File: src/core/sic_pkg.sv
package sic_pkg;
    // register indices (printed offsets are not all multiples of four: byte address is index x4)
    localparam logic [7:0] SIC_IDX_FLAGS = 8'h16;
    localparam logic [7:0] SIC_IDX_ENABLES = 8'h17;
    localparam logic [7:0] SIC_IDX_OPCTRL = 8'h50;
    localparam logic [7:0] SIC_IDX_B1_UPSTREAM_OVERRIDE_BYTE = 8'h51;
    localparam logic [7:0] SIC_IDX_S_STATUS = 8'h60;
    localparam logic [7:0] SIC_IDX_B1_CTRL = 8'h61;
    localparam int SIC_AW = 10;
    // flag positions
    localparam int SIC_BIT_SRDY = 0;
    localparam int SIC_BIT_QNIB = 1;
    localparam int SIC_BIT_FRAME_SYNC_ERROR_LIVE = 2;
    localparam int SIC_BIT_ACT = 3;
    localparam int SIC_NFLAGS = 4;
    // operation control positions
    localparam int SIC_OP_STRICT = 7;
    localparam int SIC_OP_BSW = 6;
    localparam int SIC_OP_ROLE = 3;
    localparam logic [7:0] SIC_OP_MASK = 8'hC8;
    // s status positions
    localparam int SIC_ST_FRAME_SYNC_ERROR_LIVE = 5;
    localparam int SIC_ST_INFO3 = 4;
    localparam int SIC_ST_INFO1 = 3;
    // b1 control positions
    localparam int SIC_B1_FORCE = 0;
    localparam int SIC_B1_OVERRIDE_SELECT = 1;
    localparam int SIC_B1_LOOP = 2;
    localparam logic [7:0] SIC_RST_BYTE = 8'h00;
    localparam logic [1:0] SIC_HTRANS_NONSEQ = 2'h2;
endpackage

File: src/core/sic_ev_if.sv
`timescale 1ns/1ps
`default_nettype none
interface sic_ev_if;
    logic [3:0] raw_set;
    logic rd_clear;
    logic [3:0] flags;
    modport owner (input raw_set, input rd_clear, output flags);
    modport user (output raw_set, output rd_clear, input flags);
endinterface
`default_nettype wire

File: src/core/sic_sync3.sv
`timescale 1ns/1ps
`default_nettype none
module sic_sync3 (
    // clock and reset
    input wire logic sys_clk,
    input wire logic sys_rst,
    // pin side
    input wire logic pin_in,
    // synchronised level
    output logic level_q
);
    logic s1_q;
    logic s2_q;
    logic s3_q;
    always_ff @(posedge sys_clk or posedge sys_rst) begin
        if (sys_rst) begin
            s1_q <= 1'b0;
            s2_q <= 1'b0;
            s3_q <= 1'b0;
            level_q <= 1'b0;
        end else begin
            s1_q <= pin_in;
            s2_q <= s1_q;
            s3_q <= s2_q;
            // a change counts only when stages two and three agree
            if (s2_q == s3_q) begin
                level_q <= s3_q;
            end
        end
    end
endmodule // sic_sync3
`default_nettype wire

File: src/core/sic_flags.sv
`timescale 1ns/1ps
`default_nettype none
module sic_flags
    import sic_pkg::*;
(
    // clock and reset
    input wire logic sys_clk,
    input wire logic sys_rst,
    // event port
    sic_ev_if.owner ev
);
    logic [SIC_NFLAGS-1:0] flags_q;
    logic [SIC_NFLAGS-1:0] flags_d;
    // set beats the read-clear so no event is lost
    assign flags_d = (ev.rd_clear ? '0 : flags_q) | ev.raw_set;
    always_ff @(posedge sys_clk or posedge sys_rst) begin
        if (sys_rst) begin
            flags_q <= '0;
        end else begin
            flags_q <= flags_d;
        end
    end
    assign ev.flags = flags_q;
endmodule // sic_flags
`default_nettype wire

File: src/core/sic_top.sv
// Behaviour
// - Each event flag sets on its condition, holds until the flag register is read, then clears.
// - Activation-change flag bit 3 sets when info 3, info 1 or the 3-bit state field change.
// - Frame-sync-error flag bit 2 sets only on a rising edge of the live error.
// - The live frame-sync error level is always readable in the s status register.
// - Q flag bit 1 sets when a full Q nibble lands in the receive multiframe register.
// - S-ready flag bit 0 sets when the current S nibbles have been sent.
// - The enable register holds one enable per flag in bits 3..0, reset to 0.
// - Control bit 7 low holds the indicator high from info 1 low to info 3 high; high keeps it low.
// - Control bit 6 low enables backswing suppression, high disables it; 0 is advised.
// - Control bit 3 selects the role: 0 network termination (reset), 1 line termination.
// - In line-termination role pin 2.6 is forced to input for the 8 kHz timing reference.
// - With force and select set and loopback clear, the override byte goes out on upstream B1.
//
// The implementer's own choice: register access over AHB-Lite.
`timescale 1ns/1ps
`default_nettype none
module sic_top
    import sic_pkg::*;
(
    // clock and reset
    input wire logic sys_clk,
    input wire logic sys_rst,
    // ahb-lite slave
    input wire logic hsel,
    input wire logic [31:0] haddr,
    input wire logic [1:0] htrans,
    input wire logic hwrite,
    input wire logic [2:0] hsize,
    input wire logic [31:0] hwdata,
    input wire logic hready,
    output logic [31:0] hrdata,
    output logic hreadyout,
    output logic hresp,
    // s-interface status from the line block
    input wire logic rx_activation_signal_3,
    input wire logic rx_activation_signal_1,
    input wire logic [2:0] activation_state_field,
    input wire logic frame_sync_error_live,
    input wire logic q_nibble_done,
    input wire logic s_nibbles_sent,
    // interrupt
    output logic s_irq,
    // operation control outputs
    output logic upstream_activation_indicator,
    output logic backswing_suppress_en,
    output logic termination_role_select,
    // port pin 2.6 direction
    input wire logic port2_dir6,
    output logic port2_pin6_oe,
    output logic timing_reference_8khz_sel,
    // b1 upstream path
    input wire logic [7:0] b1_upstream_normal,
    output logic [7:0] b1_upstream_out
);
    // info 3, info 1, frame error and state field pass a three-stage synchroniser; the Q and S pulses do not
    logic info3_s;
    logic info1_s;
    logic frame_sync_error_live_s;
    logic [2:0] asi_s;
    logic [5:0] pins_raw;
    logic [5:0] pins_s;
    assign pins_raw = {rx_activation_signal_3, rx_activation_signal_1,
                       frame_sync_error_live, activation_state_field};
    genvar gi;
    generate
        for (gi = 0; gi < 6; gi++) begin : g_sync
            sic_sync3 u_sync (
                .sys_clk(sys_clk),
                .sys_rst(sys_rst),
                .pin_in(pins_raw[gi]),
                .level_q(pins_s[gi])
            );
        end
    endgenerate
    assign info3_s = pins_s[5];
    assign info1_s = pins_s[4];
    assign frame_sync_error_live_s = pins_s[3];
    assign asi_s = pins_s[2:0];

    // previous values for change detection
    logic info3_p_q;
    logic info1_p_q;
    logic frame_sync_error_live_p_q;
    logic [2:0] asi_p_q;
    always_ff @(posedge sys_clk or posedge sys_rst) begin
        if (sys_rst) begin
            info3_p_q <= 1'b0;
            info1_p_q <= 1'b0;
            frame_sync_error_live_p_q <= 1'b0;
            asi_p_q <= 3'h0;
        end else begin
            info3_p_q <= info3_s;
            info1_p_q <= info1_s;
            frame_sync_error_live_p_q <= frame_sync_error_live_s;
            asi_p_q <= asi_s;
        end
    end

    wire act_change = (info3_s != info3_p_q) || (info1_s != info1_p_q)
                      || (asi_s != asi_p_q);
    wire frame_sync_error_live_rise = frame_sync_error_live_s && !frame_sync_error_live_p_q;

    // ahb address phase capture
    logic wr_q;
    logic rd_q;
    logic [7:0] idx_q;
    wire bus_take = hsel && hready && htrans[1];
    wire [7:0] bus_idx = haddr[SIC_AW-1:2];
    always_ff @(posedge sys_clk or posedge sys_rst) begin
        if (sys_rst) begin
            wr_q <= 1'b0;
            rd_q <= 1'b0;
            idx_q <= SIC_RST_BYTE;
        end else begin
            wr_q <= bus_take && hwrite;
            rd_q <= bus_take && !hwrite;
            idx_q <= bus_idx;
        end
    end
    // zero wait states, always okay
    assign hreadyout = 1'b1;
    assign hresp = 1'b0;

    wire wr_en = wr_q && idx_q == SIC_IDX_ENABLES;
    wire wr_op = wr_q && idx_q == SIC_IDX_OPCTRL;
    wire wr_b1 = wr_q && idx_q == SIC_IDX_B1_UPSTREAM_OVERRIDE_BYTE;
    wire wr_b1c = wr_q && idx_q == SIC_IDX_B1_CTRL;
    // read of the flag register is decoded in the address phase so data and clear line up
    wire rd_flags = bus_take && !hwrite && bus_idx == SIC_IDX_FLAGS;

    // event flags
    sic_ev_if ev ();
    assign ev.raw_set = {act_change, frame_sync_error_live_rise, q_nibble_done, s_nibbles_sent};
    assign ev.rd_clear = rd_flags;
    sic_flags u_flags (
        .sys_clk(sys_clk),
        .sys_rst(sys_rst),
        .ev(ev.owner)
    );

    // software registers
    logic [SIC_NFLAGS-1:0] enables_q;
    logic [7:0] opctrl_q;
    logic [7:0] b1_upstream_override_byte_q;
    logic [2:0] b1ctrl_q;
    logic [SIC_NFLAGS-1:0] flags_rd_q;
    always_ff @(posedge sys_clk or posedge sys_rst) begin
        if (sys_rst) begin
            enables_q <= '0;
            opctrl_q <= SIC_RST_BYTE;
            b1_upstream_override_byte_q <= SIC_RST_BYTE;
            b1ctrl_q <= 3'h0;
            flags_rd_q <= '0;
        end else begin
            if (wr_en) begin
                enables_q <= hwdata[SIC_NFLAGS-1:0];
            end
            if (wr_op) begin
                // reserved bits are kept at zero whatever is written
                opctrl_q <= hwdata[7:0] & SIC_OP_MASK;
            end
            if (wr_b1) begin
                b1_upstream_override_byte_q <= hwdata[7:0];
            end
            if (wr_b1c) begin
                b1ctrl_q <= hwdata[2:0];
            end
            // snapshot before the clear, including a same-cycle set
            if (rd_flags) begin
                flags_rd_q <= ev.flags | ev.raw_set;
            end
        end
    end

    // read mux
    wire [7:0] s_status_register = {2'h0, frame_sync_error_live_s, info3_s, info1_s, asi_s};
    logic [7:0] rd_byte;
    always_comb begin
        case (idx_q)
            SIC_IDX_FLAGS: rd_byte = {4'h0, flags_rd_q};
            SIC_IDX_ENABLES: rd_byte = {4'h0, enables_q};
            SIC_IDX_OPCTRL: rd_byte = opctrl_q;
            SIC_IDX_B1_UPSTREAM_OVERRIDE_BYTE: rd_byte = b1_upstream_override_byte_q;
            SIC_IDX_S_STATUS: rd_byte = s_status_register;
            SIC_IDX_B1_CTRL: rd_byte = {5'h0, b1ctrl_q};
            default: rd_byte = SIC_RST_BYTE;
        endcase
    end
    assign hrdata = rd_q ? {24'h0, rd_byte} : 32'h0;

    // interrupt request
    assign s_irq = |(ev.flags & enables_q);

    // activation indicator: window from info 1 falling until info 3 rising
    logic sai_win_q;
    always_ff @(posedge sys_clk or posedge sys_rst) begin
        if (sys_rst) begin
            sai_win_q <= 1'b0;
        end else if (!info1_s && info1_p_q) begin
            sai_win_q <= 1'b1;
        end else if (info3_s && !info3_p_q) begin
            sai_win_q <= 1'b0;
        end
    end
    assign upstream_activation_indicator = sai_win_q && !opctrl_q[SIC_OP_STRICT];

    assign backswing_suppress_en = !opctrl_q[SIC_OP_BSW];
    assign termination_role_select = opctrl_q[SIC_OP_ROLE];
    // role overrides the port direction register
    assign port2_pin6_oe = port2_dir6 && !opctrl_q[SIC_OP_ROLE];
    assign timing_reference_8khz_sel = opctrl_q[SIC_OP_ROLE];

    wire b1_force = b1ctrl_q[SIC_B1_FORCE] && b1ctrl_q[SIC_B1_OVERRIDE_SELECT] && !b1ctrl_q[SIC_B1_LOOP];
    logic [7:0] b1_out_q;
    always_ff @(posedge sys_clk or posedge sys_rst) begin
        if (sys_rst) begin
            b1_out_q <= SIC_RST_BYTE;
        end else begin
            b1_out_q <= b1_force ? b1_upstream_override_byte_q : b1_upstream_normal;
        end
    end
    assign b1_upstream_out = b1_out_q;
endmodule // sic_top
`default_nettype wire

File: config.mk
export PLATFORM = sky130hd
export DESIGN_NAME = sic_top
export DESIGN_NICKNAME = d
export VERILOG_FILES = /design/src/core/sic_pkg.sv /design/src/core/sic_ev_if.sv /design/src/core/sic_sync3.sv /design/src/core/sic_flags.sv /design/src/core/sic_top.sv
export SDC_FILE = /design/constraint.sdc
export NUM_CORES = 1
export LEC_CHECK = 0
export ABC_CLOCK_PERIOD_IN_PS = 2080
export BUFFER_PORTS_ARGS = -buffer_cell sky130_fd_sc_hd__buf_2
export CORE_UTILIZATION = 49
export CTS_BUF_LIST = sky130_fd_sc_hd__clkbuf_4 sky130_fd_sc_hd__clkbuf_8
export CTS_CLUSTER_SIZE = 30
export DETAILED_ROUTE_END_ITERATION = 16
export PLACE_DENSITY = 0.83
export SETUP_SLACK_MARGIN = 0.05
export SYNTH_ARGS = -nofsm -noshare
export SYNTH_HDL_FRONTEND = slang
export SYNTH_HIERARCHICAL = 1
export SYNTH_SLANG_ARGS = --single-unit
File: constraint.sdc
create_clock -name sys_clk -period 2.08 [get_ports sys_clk]
set_input_delay 0.52 -clock sys_clk [delete_from_list [all_inputs] [get_ports sys_clk]]
set_output_delay 0.52 -clock sys_clk [all_outputs]
set_load 0.01 [all_outputs]
==> metrics.csv <==
stage,metric,value,unit
run_status,status,finished with violations,
run_status,violations,setup timing,
pwr,p_leak,1.83,nW
final_layout,postLayoutCellArea,0.00384,mm2
worst_setup_path,worstRegToRegCells,6,
clock_tree,clockRootBuffer,clkbuf_8,
yosys,netlist_area,0.00313,mm2
yosys,ys.flop_type,dfrtp_1,
die,die_h,81.9,um
yosys,synth_cell_types,42,
yosys,synth_warnings,6,
pwr,powerDensity,836,mW/mm2
clock_tree,cts_tree,built,
placement,portBuffers,60,
detailed_routing,drtAntennaViolNets,0,
global_routing,antenna_found_initial,0,
sta,fmax,418,MHz
placement,dpl_cell_area,0.00347,mm2
placement,gp_congestion,0.801,
worst_setup_path,worstSetupEndpointType,output port,
sta,worst_pin_slew,633,ps
detailed_routing,wire_per_inst,15.6,um
pwr,intPower,2.51,mW
global_routing,grt_pass1_wl,9.17,mm
pwr,seqPwrFrac,0.499,
die,rows,28,
detailed_routing,drc_errors,0,
detailed_routing,wl_met3,233,um
sta,holdWs,136,ps
final_layout,antenna_cells,0,
detailed_routing,vias,1969,
global_routing,grt_overflow,0,
detailed_routing,wirelength_met1,2.58,mm
sta,setup_viol,8,
clock_tree,insertion_delay,340,ps
sta,min_period,2400,ps
die,start_util,0.519,
pwr,power,3.21,mW
clock_tree,clk_path_buf_depth,2,
clock_tree,numCtsBuffers,9,
detailed_routing,top_layer,met4,
die,die_w,81.9,um
detailed_routing,wirelength,6.08,mm
final_layout,fin_nets,403,
clock_tree,clkTransAtPathRegs,80,ps
sta,finalClockSkew,9.83,ps
sta,slew_viol_final,0,
placement,dpl.hpwl,4.35,mm
sta,tns,-2020,ps
yosys,ys_seq_elements,75,
placement,place_ws,23.4,ps
pwr,pwr-share-clk,0.425,
job,cap_violations,0,
clock_tree,cts_max_level,3,
sta,finalWorstSetupSlack,-315,ps
detailed_routing,drt_iter0_markers,107,
worst_setup_path,start_kind,flip-flop,
global_routing,first_global_vias,1877,
yosys,syn-instance-count,229,
yosys,synth-async-reset-ratio,1.00,
yosys,yosysSeqAreaShare,0.600,
clock_tree,holdBufCountCts,0,
sta,relSlewSlack,0.575,
worst_setup_path,crit_fanout,5,
global_routing,groute.usage.overall,0.190,
final_layout,area_growth,22.9,%
sta,timing.final.crit_share,1.15,
detailed_routing,via_per_inst,5.05,
final_layout,drive_gt1_frac,0.489,
sta,hold_viol,0,
worst_setup_path,cp.arrival,1880,ps
global_routing,grt_max_degree,32,
detailed_routing,dr.pass1.iters,5,
yosys,syn_area_per_cell,13.7,um2
pwr,p_sw,699,uW
die,ioPinCount,139,
pwr,vdd_ir_drop_max,0.529,mV
clock_tree,clock-sinks,75,
hold_path,holdCritPathClass,in2async,
worst_setup_path,crit_required,1560,ps
die,die_area,0.00670,mm2
pwr,switching_share,0.218,
worst_setup_path,crit_type,reg2out,
sta,rsz0062_at_grt,true,
pwr,comb_power_share,0.076,
final_layout,fill_cells,443,
yosys,synth_edf_count,0,
detailed_routing,met2_length,3.20,mm
die,core-area,0.00603,mm2
## cell families (layout without fill, tap and decap cells)
logic type,Yosys count,in the layout,share of synthesized area
xor+xnor,3,3,0.00840
simple gates,42,42,0.0996
other cells,2,26,0.00240
fa+ha+maj,8,8,0.0296
compound gates,25,25,0.0624
flops,75,75,0.600
mux,30,30,0.108
buf+inv,44,106,0.0892
## power groups by stage
stage	registers [mW]	logic (mW)	clock network, mW
CTS	1.60	0.239	1.39
global route	1.61	0.275	1.45
global placement	1.62	0.224	0
floorplan	1.61	0.173	0
detailed placement	1.63	0.235	0
finish	1.60	0.245	1.37
## area by class of cell
type | count | area, um2 | share of cell area
well taps | 75 | 93.8 | 0.0244
clock buffers | 12 | 153 | 0.0397
flip-flops and latches | 75 | 1880 | 0.489
repair buffers | 76 | 452 | 0.118
clock inverters | 4 | 97.6 | 0.0254
multi-input cells | 134 | 1110 | 0.290
inverters | 14 | 52.6 | 0.0137
## per-stage QoR
stage / utilization / cells
6_report: 0.638 / 390
5_1_grt: 0.638 / 390
4_1_cts: 0.625 / 386
3_5_place_dp: 0.576 / 368
3_3_place_gp: 0.576 / 368
2_1_floorplan: - / 253
## repair_timing
item	4_1_cts	5_1_grt
pin swaps	12	9
gates resized for setup	6	16
cloned	0	0
endpoints found under the setup margin	8	8
buffers inserted	2	4
## Yosys cell counts (2+ instances only)
master	count	share of area
a22oi_1	6	0.014
nand3_1	3	0.0048
ha_1	2	0.0080
dfrtp_1	75	0.60
conb_1	2	0.0024
inv_1	13	0.016
mux2_2	29	0.10
a21o_1	5	0.012
nor2b_1	3	0.0060
xor2_1	2	0.0056
maj3_2	6	0.022
nand2_1	5	0.0060
nor2_1	9	0.011
buf_4	28	0.067
a222oi_1	4	0.013
nor4b_1	2	0.0056
o21ai_0	4	0.0064
nor3_1	3	0.0048
and4b_1	2	0.0064
a22o_2	4	0.013
## critical path, stage by stage (launching register included)
cell	delay, ps
dfrtp_2	440
buf_6	120
and4b_2	260
buf_6	140
a222oi_1	360
nor2_2	70
buf_2	150
## sequential cells by signal, summed over array words and instances (netlist names)
name,cells
wr_q,1
info1_p_q,1
u_flags/ev.flags,4
enables_q,4
rd_q,1
frame_sync_error_live_p_q,1
b1ctrl_q,3
b1_upstream_out,8
flags_rd_q,4
opctrl_q,3
g_sync.u_sync/s1_q,6
info3_p_q,1
asi_p_q,3
g_sync.u_sync/s3_q,6
idx_q,8
b1_upstream_override_byte_q,8
g_sync.u_sync/s2_q,6
g_sync.u_sync/level_q,6
sai_win_q,1
## metal layers
| metal | global-route usage | vias to the layer above |
|---|---|---|
| met4 | 0.102 | 0 |
| met2 | 0.315 | 58 |
| met1 | 0.231 | 987 |
| li1 | - | 916 |
| met5 | 0 | - |
| met3 | 0.0378 | 8 |
## final timing paths
check	startpoint	to	slack (ps)
min reg2reg	g_sync[0].u_sync/s1_q	g_sync[0].u_sync/s2_q	350
max reg2reg	idx_q[6]	enables_q[2]	180
max in group asynchronous	sys_rst	idx_q[0]	1280
min in group sys_clk	frame_sync_error_live	g_sync[3].u_sync/s1_q	280
min	sys_rst	g_sync[3].u_sync/s2_q	140
max	idx_q[2]	hrdata[3]	-320
## placed cells by master (no fill, tap or decap), types with 3 or more instances in the layout
| cell type | instances |
|---|---|
| buf_6 | 5 |
| bufinv_16 | 3 |
| mux2_2 | 29 |
| buf_4 | 10 |
| inv_1 | 12 |
| dfrtp_2 | 3 |
| buf_2 | 60 |
| nand2_1 | 5 |
| clkbuf_8 | 10 |
| a21o_1 | 5 |
| nand3_1 | 3 |
| nor2_1 | 5 |
| a22oi_1 | 5 |
| conb_1 | 26 |
| nor2_2 | 4 |
| a222oi_1 | 4 |
| o21ai_0 | 4 |
| dfrtp_1 | 72 |
| nor2b_1 | 3 |
| maj3_2 | 6 |
No activity file was read; power rests on OpenSTA's default activity.
